--- src/rtl/loopback_pkg.sv ---
// Purpose: Shared constants and types for the loopback test frame logic.
// Assumes: 8-bit management registers addressed by an 8-bit register number.
// Notes: Frame lengths include the four-byte frame check sequence.
package loopback_pkg;
    // Register numbers of the management map.
    localparam logic [7:0] ADDR_SETUP1 = 8'h44;
    localparam logic [7:0] ADDR_PATTERN = 8'h45;
    localparam logic [7:0] ADDR_CRC_CNT = 8'h46;
    localparam logic [7:0] ADDR_MAC0 = 8'h52;
    localparam logic [7:0] ADDR_MAC5 = 8'h57;
    // Reset values and the counter limit.
    localparam logic [7:0] SETUP1_RESET = 8'h07;
    localparam logic [7:0] PATTERN_RESET = 8'h00;
    localparam logic [7:0] CNT_ZERO = 8'h00;
    localparam logic [7:0] CNT_MAX = 8'hFF;
    localparam logic [7:0] MAC_RESET = 8'h00;
    // Pattern selector codes.
    localparam logic [7:0] SEL_U64_55AA = 8'h00;
    localparam logic [7:0] SEL_U1518_55AA = 8'h01;
    localparam logic [7:0] SEL_B64_55AA = 8'h02;
    localparam logic [7:0] SEL_B1518_55AA = 8'h04;
    localparam logic [7:0] SEL_U64_0F0F = 8'h08;
    localparam logic [7:0] SEL_U1518_0F0F = 8'h10;
    localparam logic [7:0] SEL_X64_0F0F = 8'h20;
    localparam logic [7:0] SEL_B1518_0F0F = 8'h40;
    localparam logic [7:0] SEL_B1518_FF00 = 8'h80;
    // Payload words, high byte sent first.
    localparam logic [15:0] PAT_55AA = 16'h55AA;
    localparam logic [15:0] PAT_0F0F = 16'h0F0F;
    localparam logic [15:0] PAT_FF00 = 16'hFF00;
    // Frame layout.
    localparam logic [10:0] LEN_SHORT = 11'h040;
    localparam logic [10:0] LEN_LONG = 11'h5EE;
    localparam logic [10:0] FCS_BYTES = 11'h004;
    localparam logic [10:0] IDX_SA = 11'h006;
    localparam logic [10:0] IDX_TYPE_HI = 11'h00C;
    localparam logic [10:0] IDX_TYPE_LO = 11'h00D;
    localparam logic [10:0] IDX_DA_LAST = 11'h005;
    localparam logic [7:0] TYPE_HI = 8'h08;
    localparam logic [7:0] TYPE_LO = 8'h00;
    localparam logic [7:0] BCAST_BYTE = 8'hFF;
    // Frame check sequence.
    localparam logic [31:0] CRC_INIT = 32'hFFFFFFFF;
    localparam logic [31:0] CRC_POLY = 32'hEDB88320;

    typedef enum logic [0:0] {
        ST_IDLE = 1'b0,
        ST_SEND = 1'b1
    } tx_state_t;

    typedef struct packed {
        logic valid;
        logic bcast;
        logic long_frame;
        logic [15:0] pattern;
    } frame_fmt_t;
endpackage

--- src/rtl/frame_crc32.sv ---
// Purpose: Running Ethernet CRC-32 over a byte stream.
// Assumes: Bytes enter least significant bit first, reflected polynomial.
// Notes: crc_nxt is combinational so the caller can use the final value at once.
`timescale 1ns/1ps
module frame_crc32
    import loopback_pkg::*;
(
    input wire logic clock,
    input wire logic resetn,
    input wire logic init,
    input wire logic en,
    input wire logic [7:0] data,
    output logic [31:0] crc_r,
    output logic [31:0] crc_nxt
);
    typedef struct packed {
        logic [31:0] crc;
    } crc_state_t;

    crc_state_t s_r;
    crc_state_t s_nxt;

    // One byte of the reflected CRC, bit by bit.
    function automatic logic [31:0] crc_byte(input logic [31:0] c, input logic [7:0] d);
        logic [31:0] r;
        r = c;
        for (int i = 0; i < 8; i++) begin
            r = ((r[0] ^ d[i]) != 1'b0) ? ((r >> 1) ^ CRC_POLY) : (r >> 1);
        end
        return r;
    endfunction

    // The value including the byte being accepted now.
    assign crc_nxt = crc_byte(s_r.crc, data);
    assign crc_r = s_r.crc;

    // Init wins over enable, so a new frame never inherits an old sum.
    always_comb begin
        s_nxt = s_r;
        if (init) begin
            s_nxt.crc = CRC_INIT;
        end else if (en) begin
            s_nxt.crc = crc_nxt;
        end
    end

    always_ff @(posedge clock) begin
        if (!resetn) begin
            s_r <= '{crc: CRC_INIT};
        end else begin
            s_r <= s_nxt;
        end
    end
endmodule

--- src/rtl/loopback_test_frames.sv ---
// Purpose: Center-side loopback test frame generator and CRC error counter.
// Assumes: Register port and receive checker run on clock; center_mode is a pin.
// Notes: Frames leave as a byte stream with valid/ready; no gap is inserted.
// Contract
// - Eight-bit read/write pattern selector, reset zero, used only in center mode.
// - Code 00h gives 64-byte unicast, 01h 1518-byte unicast, payload 55AA.
// - Code 02h gives 64-byte broadcast, 04h 1518-byte broadcast, payload 55AA.
// - Code 08h gives 64-byte unicast, 10h 1518-byte unicast, payload 0F0F.
// - Code 20h gives 64-byte frame with payload 0F0F.
// - Code 40h gives 1518-byte broadcast frame with payload 0F0F.
// - Code 80h gives 1518-byte broadcast frame with payload FF00.
// - Destination is address bytes 52h..56h then byte 57h plus one.
// - Last destination byte rises by one for each further frame of a burst.
// - Source built from stored address bytes; type field is 0800h.
// - In center mode, count returned loopback frames with CRC error.
// - Counter value equals the number of errored returned frames.
// - Writing zero to setup register 44h clears the error counter.
// - Counter spans up to FFh, that is 255 errored frames.
// - Frames per burst equal the count written to 44h, default seven.
`timescale 1ns/1ps
module loopback_test_frames
    import loopback_pkg::*;
(
    input wire logic clock,
    input wire logic resetn,
    input wire logic center_mode,
    input wire logic [7:0] reg_addr,
    input wire logic reg_wr,
    input wire logic reg_rd,
    input wire logic [7:0] reg_wdata,
    output logic [7:0] reg_rdata,
    output logic reg_rvalid,
    output logic [7:0] tx_data,
    output logic tx_valid,
    output logic tx_sof,
    output logic tx_eof,
    input wire logic tx_ready,
    input wire logic rx_frame_done,
    input wire logic rx_crc_err,
    output logic busy
);
    typedef struct packed {
        logic center_meta;
        logic center;
        logic [7:0] setup1;
        logic [7:0] pattern_sel;
        logic [7:0] crc_cnt;
        logic [5:0][7:0] mac;
        logic [7:0] rdata;
        logic rvalid;
        tx_state_t st;
        frame_fmt_t fmt;
        logic [10:0] idx;
        logic [7:0] frames_left;
        logic [7:0] da_last;
        logic [7:0] data;
    } lb_state_t;

    lb_state_t s_r;
    lb_state_t s_nxt;
    logic hs;
    logic crc_init;
    logic crc_en;
    logic [31:0] crc_r;
    logic [31:0] crc_nxt;
    logic [10:0] last_idx;
    logic [10:0] last_data_idx;
    logic start;
    logic clear_cnt;
    logic crc_event;
    frame_fmt_t sel_fmt;

    // Map a selector code to its frame format; unlisted codes are not valid.
    function automatic frame_fmt_t decode_sel(input logic [7:0] sel);
        frame_fmt_t f;
        f = '{valid: 1'b1, bcast: 1'b0, long_frame: 1'b0, pattern: PAT_55AA};
        unique case (sel)
            SEL_U64_55AA: f.long_frame = 1'b0;
            SEL_U1518_55AA: f.long_frame = 1'b1;
            SEL_B64_55AA: f.bcast = 1'b1;
            SEL_B1518_55AA: begin
                f.bcast = 1'b1;
                f.long_frame = 1'b1;
            end
            SEL_U64_0F0F: f.pattern = PAT_0F0F;
            SEL_U1518_0F0F: begin
                f.pattern = PAT_0F0F;
                f.long_frame = 1'b1;
            end
            SEL_X64_0F0F: f.pattern = PAT_0F0F;
            SEL_B1518_0F0F: begin
                f = '{valid: 1'b1, bcast: 1'b1, long_frame: 1'b1, pattern: PAT_0F0F};
            end
            SEL_B1518_FF00: begin
                f = '{valid: 1'b1, bcast: 1'b1, long_frame: 1'b1, pattern: PAT_FF00};
            end
            default: f.valid = 1'b0;
        endcase
        return f;
    endfunction

    function automatic logic [10:0] frame_len(input frame_fmt_t f);
        return f.long_frame ? LEN_LONG : LEN_SHORT;
    endfunction

    // Byte at position i of the frame; FCS bytes come from the CRC unit.
    function automatic logic [7:0] frame_byte(input logic [10:0] i, input frame_fmt_t f,
                                             input logic [5:0][7:0] m, input logic [7:0] da,
                                             input logic [31:0] c_nxt, input logic [31:0] c_reg);
        logic [10:0] fcs0;
        logic [10:0] k;
        logic [7:0] b;
        fcs0 = frame_len(f) - FCS_BYTES;
        k = i - fcs0;
        b = f.pattern[7:0];
        if (i < IDX_SA) begin
            if (f.bcast) begin
                b = BCAST_BYTE;
            end else if (i == IDX_DA_LAST) begin
                b = da;
            end else begin
                b = m[i[2:0]];
            end
        end else if (i < IDX_TYPE_HI) begin
            b = m[3'(i - IDX_SA)];
        end else if (i == IDX_TYPE_HI) begin
            b = TYPE_HI;
        end else if (i == IDX_TYPE_LO) begin
            b = TYPE_LO;
        end else if (i == fcs0) begin
            b = ~c_nxt[7:0];
        end else if (i > fcs0) begin
            b = ~c_reg[{k[1:0], 3'b000} +: 8];
        end else if (i[0] == 1'b0) begin
            b = f.pattern[15:8];
        end
        return b;
    endfunction

    assign sel_fmt = decode_sel(s_r.pattern_sel);
    assign last_idx = frame_len(s_r.fmt) - 11'h001;
    assign last_data_idx = frame_len(s_r.fmt) - FCS_BYTES - 11'h001;
    assign hs = (s_r.st == ST_SEND) && tx_ready;
    // A nonzero write to the setup register launches a burst in center mode when idle and the selector code is valid.
    assign start = reg_wr && (reg_addr == ADDR_SETUP1) && (reg_wdata != CNT_ZERO) && s_r.center
                   && (s_r.st == ST_IDLE) && sel_fmt.valid;
    assign clear_cnt = reg_wr && (reg_addr == ADDR_SETUP1) && (reg_wdata == CNT_ZERO);
    assign crc_event = rx_frame_done && rx_crc_err && s_r.center;
    assign crc_init = start || (hs && (s_r.idx == last_idx));
    assign crc_en = hs && (s_r.idx <= last_data_idx);

    frame_crc32 u_crc (
        .clock(clock),
        .resetn(resetn),
        .init(crc_init),
        .en(crc_en),
        .data(s_r.data),
        .crc_r(crc_r),
        .crc_nxt(crc_nxt)
    );

    // Register file, error counter and frame sequencer in one next-state process.
    always_comb begin
        s_nxt = s_r;
        s_nxt.center_meta = center_mode;
        s_nxt.center = s_r.center_meta;
        s_nxt.rvalid = reg_rd;
        if (reg_wr) begin
            if (reg_addr == ADDR_SETUP1) begin
                s_nxt.setup1 = reg_wdata;
            end else if (reg_addr == ADDR_PATTERN) begin
                s_nxt.pattern_sel = reg_wdata;
            end else if ((reg_addr >= ADDR_MAC0) && (reg_addr <= ADDR_MAC5)) begin
                s_nxt.mac[3'(reg_addr - ADDR_MAC0)] = reg_wdata;
            end
        end
        // Reads answer one cycle later; unmapped numbers read as zero.
        if (reg_rd) begin
            s_nxt.rdata = CNT_ZERO;
            if (reg_addr == ADDR_SETUP1) begin
                s_nxt.rdata = s_r.setup1;
            end else if (reg_addr == ADDR_PATTERN) begin
                s_nxt.rdata = s_r.pattern_sel;
            end else if (reg_addr == ADDR_CRC_CNT) begin
                s_nxt.rdata = s_r.crc_cnt;
            end else if ((reg_addr >= ADDR_MAC0) && (reg_addr <= ADDR_MAC5)) begin
                s_nxt.rdata = s_r.mac[3'(reg_addr - ADDR_MAC0)];
            end
        end
        // A clear and an error in the same cycle leave a count of one, so no event is lost.
        if (clear_cnt) begin
            s_nxt.crc_cnt = CNT_ZERO;
        end
        if (crc_event && (s_nxt.crc_cnt != CNT_MAX)) begin
            s_nxt.crc_cnt = s_nxt.crc_cnt + 8'h01;
        end
        unique case (s_r.st)
            ST_IDLE: begin
                if (start) begin
                    s_nxt.st = ST_SEND;
                    s_nxt.fmt = sel_fmt;
                    s_nxt.frames_left = reg_wdata;
                    s_nxt.da_last = s_r.mac[5] + 8'h01;
                    s_nxt.idx = '0;
                    s_nxt.data = frame_byte('0, sel_fmt, s_r.mac, s_r.mac[5] + 8'h01, crc_nxt, crc_r);
                end
            end
            ST_SEND: begin
                if (hs) begin
                    if (s_r.idx == last_idx) begin
                        s_nxt.frames_left = s_r.frames_left - 8'h01;
                        s_nxt.da_last = s_r.da_last + 8'h01;
                        s_nxt.idx = '0;
                        s_nxt.data = frame_byte('0, s_r.fmt, s_r.mac, s_r.da_last + 8'h01, crc_nxt, crc_r);
                        if (s_r.frames_left == 8'h01) begin
                            s_nxt.st = ST_IDLE;
                        end
                    end else begin
                        s_nxt.idx = s_r.idx + 11'h001;
                        s_nxt.data = frame_byte(s_r.idx + 11'h001, s_r.fmt, s_r.mac, s_r.da_last, crc_nxt, crc_r);
                    end
                end
            end
        endcase
    end

    always_ff @(posedge clock) begin
        if (!resetn) begin
            s_r <= '{center_meta: 1'b0, center: 1'b0, setup1: SETUP1_RESET, pattern_sel: PATTERN_RESET,
                     crc_cnt: CNT_ZERO, mac: {6{MAC_RESET}}, rdata: CNT_ZERO, rvalid: 1'b0,
                     st: ST_IDLE, fmt: '0, idx: '0, frames_left: CNT_ZERO, da_last: CNT_ZERO,
                     data: CNT_ZERO};
        end else begin
            s_r <= s_nxt;
        end
    end

    // Outputs; valid and the frame markers derive from registered state only.
    assign reg_rdata = s_r.rdata;
    assign reg_rvalid = s_r.rvalid;
    assign tx_data = s_r.data;
    assign tx_valid = (s_r.st == ST_SEND);
    assign tx_sof = tx_valid && (s_r.idx == '0);
    assign tx_eof = tx_valid && (s_r.idx == last_idx);
    assign busy = tx_valid;
endmodule

--- config.mk ---
export PLATFORM = sky130hd
export DESIGN_NAME = loopback_test_frames
export DESIGN_NICKNAME = d
export VERILOG_FILES = /design/src/rtl/loopback_pkg.sv /design/src/rtl/frame_crc32.sv /design/src/rtl/loopback_test_frames.sv
export SDC_FILE = /design/constraint.sdc
export NUM_CORES = 1
export LEC_CHECK = 0
export BUFFER_PORTS_ARGS = -buffer_cell sky130_fd_sc_hd__buf_2
export CAP_MARGIN = 10
export CELL_PAD_IN_SITES_DETAIL_PLACEMENT = 1
export CELL_PAD_IN_SITES_GLOBAL_PLACEMENT = 1
export CORE_ASPECT_RATIO = 0.8
export CORE_MARGIN = 2
export CORE_UTILIZATION = 50
export DETAILED_ROUTE_END_ITERATION = 16
export PLACE_DENSITY_LB_ADDON = 0.1
export SYNTH_ARGS = -nofsm -noshare
export SYNTH_HDL_FRONTEND = slang
export SYNTH_SLANG_ARGS = --single-unit
--- constraint.sdc ---
create_clock -name clock -period 12.62 [get_ports clock]
set_input_delay 2.524 -clock clock [delete_from_list [all_inputs] [get_ports clock]]
set_output_delay 2.524 -clock clock [all_outputs]
set_load 0.02 [all_outputs]
* Word level (Yosys, flattened, before mapping)
Cells that the tools add are included.
Word-level totals: word-level logic and storage cells 169, flip-flop bits (word level) 170, output and inout bits 21, bits of input ports 24
Cells by class: magnitude comparators 10, equality and inequality tests 21, $add $sub $neg 11, reductions and logical operators 32, bitwise gates (word level) 22, shifts and indexed selects 1, mux-type cells 49
Operators with widths (number):
- $mux W32 | 8
- $mux W8 | 22
- $not A13 Y14 | 8
- $bmux W8 S3 | 3
- $pmux W35 S2 | 1
- $mux W55 | 1
- $bwmux W48 | 1
- $mux W35 | 1
- $eq A8 B7 Y1 const B | 4
- $pmux W16 S2 | 1
- $shiftx A32 B6 Y8 | 1
- $add A8 B1 Y8 const B | 3
- $demux W8 S3 | 1
- $eq A11 B11 Y1 | 2
- $eq A11 B4 Y1 const B | 2
- $mux W11 | 2
- $sub A11 B1 Y11 const B | 2
- $eq A8 B1 Y1 const B | 2
- $logic_and A1 B1 Y1 | 16
- $logic_not A8 Y1 | 2
- $mux W16 | 1
- $not A8 Y8 | 2
- $lt A3 B4 Y1 const B | 3
- $add A11 B1 Y11 const B | 1
- other kinds (36) | 56

* Longest topological paths before layout
depth after elaboration 25, gate-level depth with buffers 18, gate-level depth less buffers 13

* By module
A second synthesis with hierarchy kept.
Unflattened totals: cells, all modules 1217, area, all modules 10770.3 um2
By module, submodules not included:
- loopback_test_frames | sequential area each 2562.5 um2, cells an instance 1026, instances 1, area each 8654.6 um2
- frame_crc32 | sequential area each 640.6 um2, cells an instance 191, instances 1, area each 2115.8 um2

* Worst setup path before layout
Ideal clock, no wire load.
path type input to register, from input reg_addr[7], to register s_r[114] (netlist name), path slack 7.637 ns, buffers on the path 0, stages 9, setup time 0.115 ns, data arrival time 4.868 ns, data required time 12.505 ns, path through or4b_4 nor4_2 nand2_1 and2_1 ha_1 a31oi_4 nand2_1 xor2_1 and2_1
On the way: cells in the longest elaborated chain, start to end 7, elaborated cells between the ends (all ways) 8
Ends and longest elaborated chain:
- start, declared | line loopback_test_frames.sv:27 | input wire logic [7:0] reg_addr,
- $eq A8 B7 Y1 (*) | line loopback_test_frames.sv:147 | assign clear_cnt = reg_wr && (reg_addr == ADDR_SETUP1) && (reg_wdata == CNT_ZERO);
- $logic_and A1 B1 Y1 (*) (2 in series) | line loopback_test_frames.sv:147
- $mux W8 (*) | line loopback_test_frames.sv:191 | if (clear_cnt) begin
- parallel branches: the longest is 2 deep, another holds $add A8 B1 Y8
- $mux W8 (*) | line loopback_test_frames.sv:194 | if (crc_event && (s_nxt.crc_cnt != CNT_MAX)) begin
- end signal, assigned | line loopback_test_frames.sv:229 | s_r <= '{center_meta: 1'b0, center: 1'b0, setup1: SETUP1_RESET, pattern_sel: PATTERN_RESET,
- end signal, assigned | line loopback_test_frames.sv:234 | s_r <= s_nxt;
- end, declared | line loopback_test_frames.sv:59 | lb_state_t s_r;
Every way passes the cells marked *. A chain may end at the register's enable or synchronous reset.

* Worst setup path in the final report
from input reg_addr[0], to register s_r[115] (netlist name)
The elaborated chain is that of the path after synthesis.

==> impl_metrics.toml <==
[run_status]
status = "finished clean"

[floorplanning]
design.core.area_mm2 = 0.0199
io-pin-count = 45
die_h_um = 132
die_x_um = 164
num_rows = 46
start_util_pct = 51.1
die_area_mm2 = 0.0215

[grt]
gr-usage-all-layers_pct = 31.2
grt_pass1_wl_um = 52500
antenna_found_initial = 0
grt_pass1_vias = 9217
overflow = 0
grt_max_degree = 92

[setup_path]
r2r_setup_slack_ps = 7390
cp.arrival_ps = 5710
endpoint_kind = "flop"
path_max_fanout = 35
crit_required_ps = 12910
start_kind = "input port"
regToRegEndpoint = "tx_data[5]"
reg2reg_depth = 13
critPathKind = "input port to flop"
r2r-start = "s_r[24]"

[timing]
fmax_ghz = 0.185
tightest_slew_ps = 1180
slew_violations = 0
tns_ps = 0
finalHoldViolCount = 0
rsz0062_at_grt = "false"
skew_ps = 13.3
setup_violations = 0
period_share_pct = 42.9
max_slew_margin_pct = 21.1
timing.final.ws_setup_ps = 7210
period_minus_slack_ps = 5410

[min_path]
holdPathStages = 2
min_from = "s_r[133]"
min_to = "s_r[133]"
hold_class = "flop to flop"

[synthesis]
yosys_most_used_dff = "dfxtp_1"
synth-edff-count = 0
async_reset_ff_share_pct = 0
ys_types = 64
synth_top_area_share_pct = 31.5
yosysTopAreaCell = "dfxtp_1"
synth_commonest_cells = "nand2_1, dfxtp_1, a21oi_1"
ys_warn_count = 0
synth_cells = 1244
netlist_area_mm2 = 0.0102
ys_ff_latch = 160
synth_seq_area_share_pct = 31.5
syn_nets = 1293
synthTopCellsByArea = "dfxtp_1, nand2_1, mux4_2"
syn_avg_cell_area_um2 = 8.18
yosysMostFrequentCell = "nand2_1"

[power_and_ir_drop]
leakagePower_nw = 4.02
power.total_w = 0.00112
peakVddDrop_uv = 73.5
power_density_mw_per_mm2 = 102

[clock_tree]
clk_latency_ps = 440
path_clk_slew_ps = 70
cts_root_buffer = "clkbuf_16"
cts.sinks = 160
cts_buffers = 17
cts_resized = 0
cts_buffer_depth = 2
cts_setup_buffers = 0
htree_levels = 4
hold_buffers = 0
cts_tree = "built"

[detailed_routing]
drc = 0
ant_nets = 0
dr.pass1.iters = 5
dr.first_iter.drc_count = 888
drt-wirelength-per-cell_um = 22.2
vias = 9447
drt-vias-per-instance = 6.34
routed_wl_um = 33100

[run]
drv_cap = 0

[final_layout]
antenna_cells = 0
fin_nets = 1262
area_delta_synth_final_pct = 8.02
layout-drive-gt1-share_pct = 12.2

[place]
place_ws_ps = 6770
dp_hpwl_um = 23200
portBuffers = 44
gp_congestion = 0.896
[where the power goes]
group | switching [W] | leakage [nW] | internal, W | total [W]
Combinational | 0.0000316 | 2.42 | 0.0000110 | 0.0000426
Clock | 0.000246 | 0.308 | 0.000325 | 0.000571
Sequential | 0.00000125 | 1.29 | 0.000507 | 0.000508
Total | 0.000279 | 4.02 | 0.000842 | 0.00112
[metrics by stage]
step	area (µm²)	cells	util (%)	hold WS, ps
floorplan	10200	1244	-	412
global placement	10400	1458	52.1	433
detailed placement	10400	1458	52.1	448
CTS	11000	1490	55.2	462
global route	11000	1490	55.2	480
finish	11000	1490	55.2	459
[cells in the final DEF (no fill, tap or decap), types with 18 or more instances in the layout]
cell,netlist,final
nand2_1,180,180
dfxtp_1,160,159
a21oi_1,109,108
nor2_1,87,86
xnor2_1,63,62
mux2i_1,56,56
o21ai_0,55,55
nand3_1,49,49
buf_2,8,44
inv_1,38,37
xor2_1,32,32
o211ai_1,29,29
mux4_2,28,28
ha_1,25,25
nor3_1,18,18
[cells by family after synthesis]
kind of cell | Yosys count | share of synthesized area [%]
mux | 98 | 13.2
buf+inv | 142 | 6.07
simple gates | 420 | 19.1
flops | 160 | 31.5
xor+xnor | 95 | 8.17
compound gates | 304 | 18.9
fa+ha+maj | 25 | 3.07
[worst max path at each step]
stage                            from          to  slack (ps)  cells past startpoint
final                     reg_addr[0]    s_r[115]        7210                     10
after global routing          s_r[24]  tx_data[0]        7090                     13
after CTS                 reg_addr[0]    s_r[115]        7250                     10
after detailed placement  reg_addr[0]    s_r[115]        6770                     10
after global placement    reg_addr[0]    s_r[114]        6950                     10
after floorplan           reg_addr[7]    s_r[114]        7640                      9
[per-layer routing]
metal	wire length [µm]	part of all wire (%)	up-vias	global-route usage (%)
met5	0	0	-	0
met4	527	1.6	0	7.21
met3	2040	6.2	47	5.08
met2	14500	44	299	46.5
met1	16100	49	4733	47.1
li1	-	-	4368	-
[flip-flops by register name, indices dropped and copies added (netlist names)]
| signal | cells |
|---|---|
| s_r | 109 |
| u_crc.crc_r | 32 |
| reg_rdata | 8 |
| tx_data | 8 |
| busy | 1 |
| reg_rvalid | 1 |
| s_nxt | 1 |
[critical path: stages]
cell,delay (ps)
buf_2,360
or3b_2,570
nor4_2,670
nand2_1,320
and2_1,290
ha_1,260
a31oi_4,300
nand4_1,160
xnor2_1,170
nor2_1,60
[area by class of cell]
| cell class | instances | area (µm²) |
|---|---|---|
| Clock buffer | 18 | 439 |
| Fill cell | 2434 | 8920 |
| Tap cell | 264 | 330 |
| Clock inverter | 14 | 193 |
| Timing Repair Buffer | 54 | 295 |
| Multi-Input combinational cell | 942 | 6390 |
| Sequential cell | 160 | 3200 |
| Inverter | 38 | 143 |
Note: power is estimated with default switching activity, not from simulation.
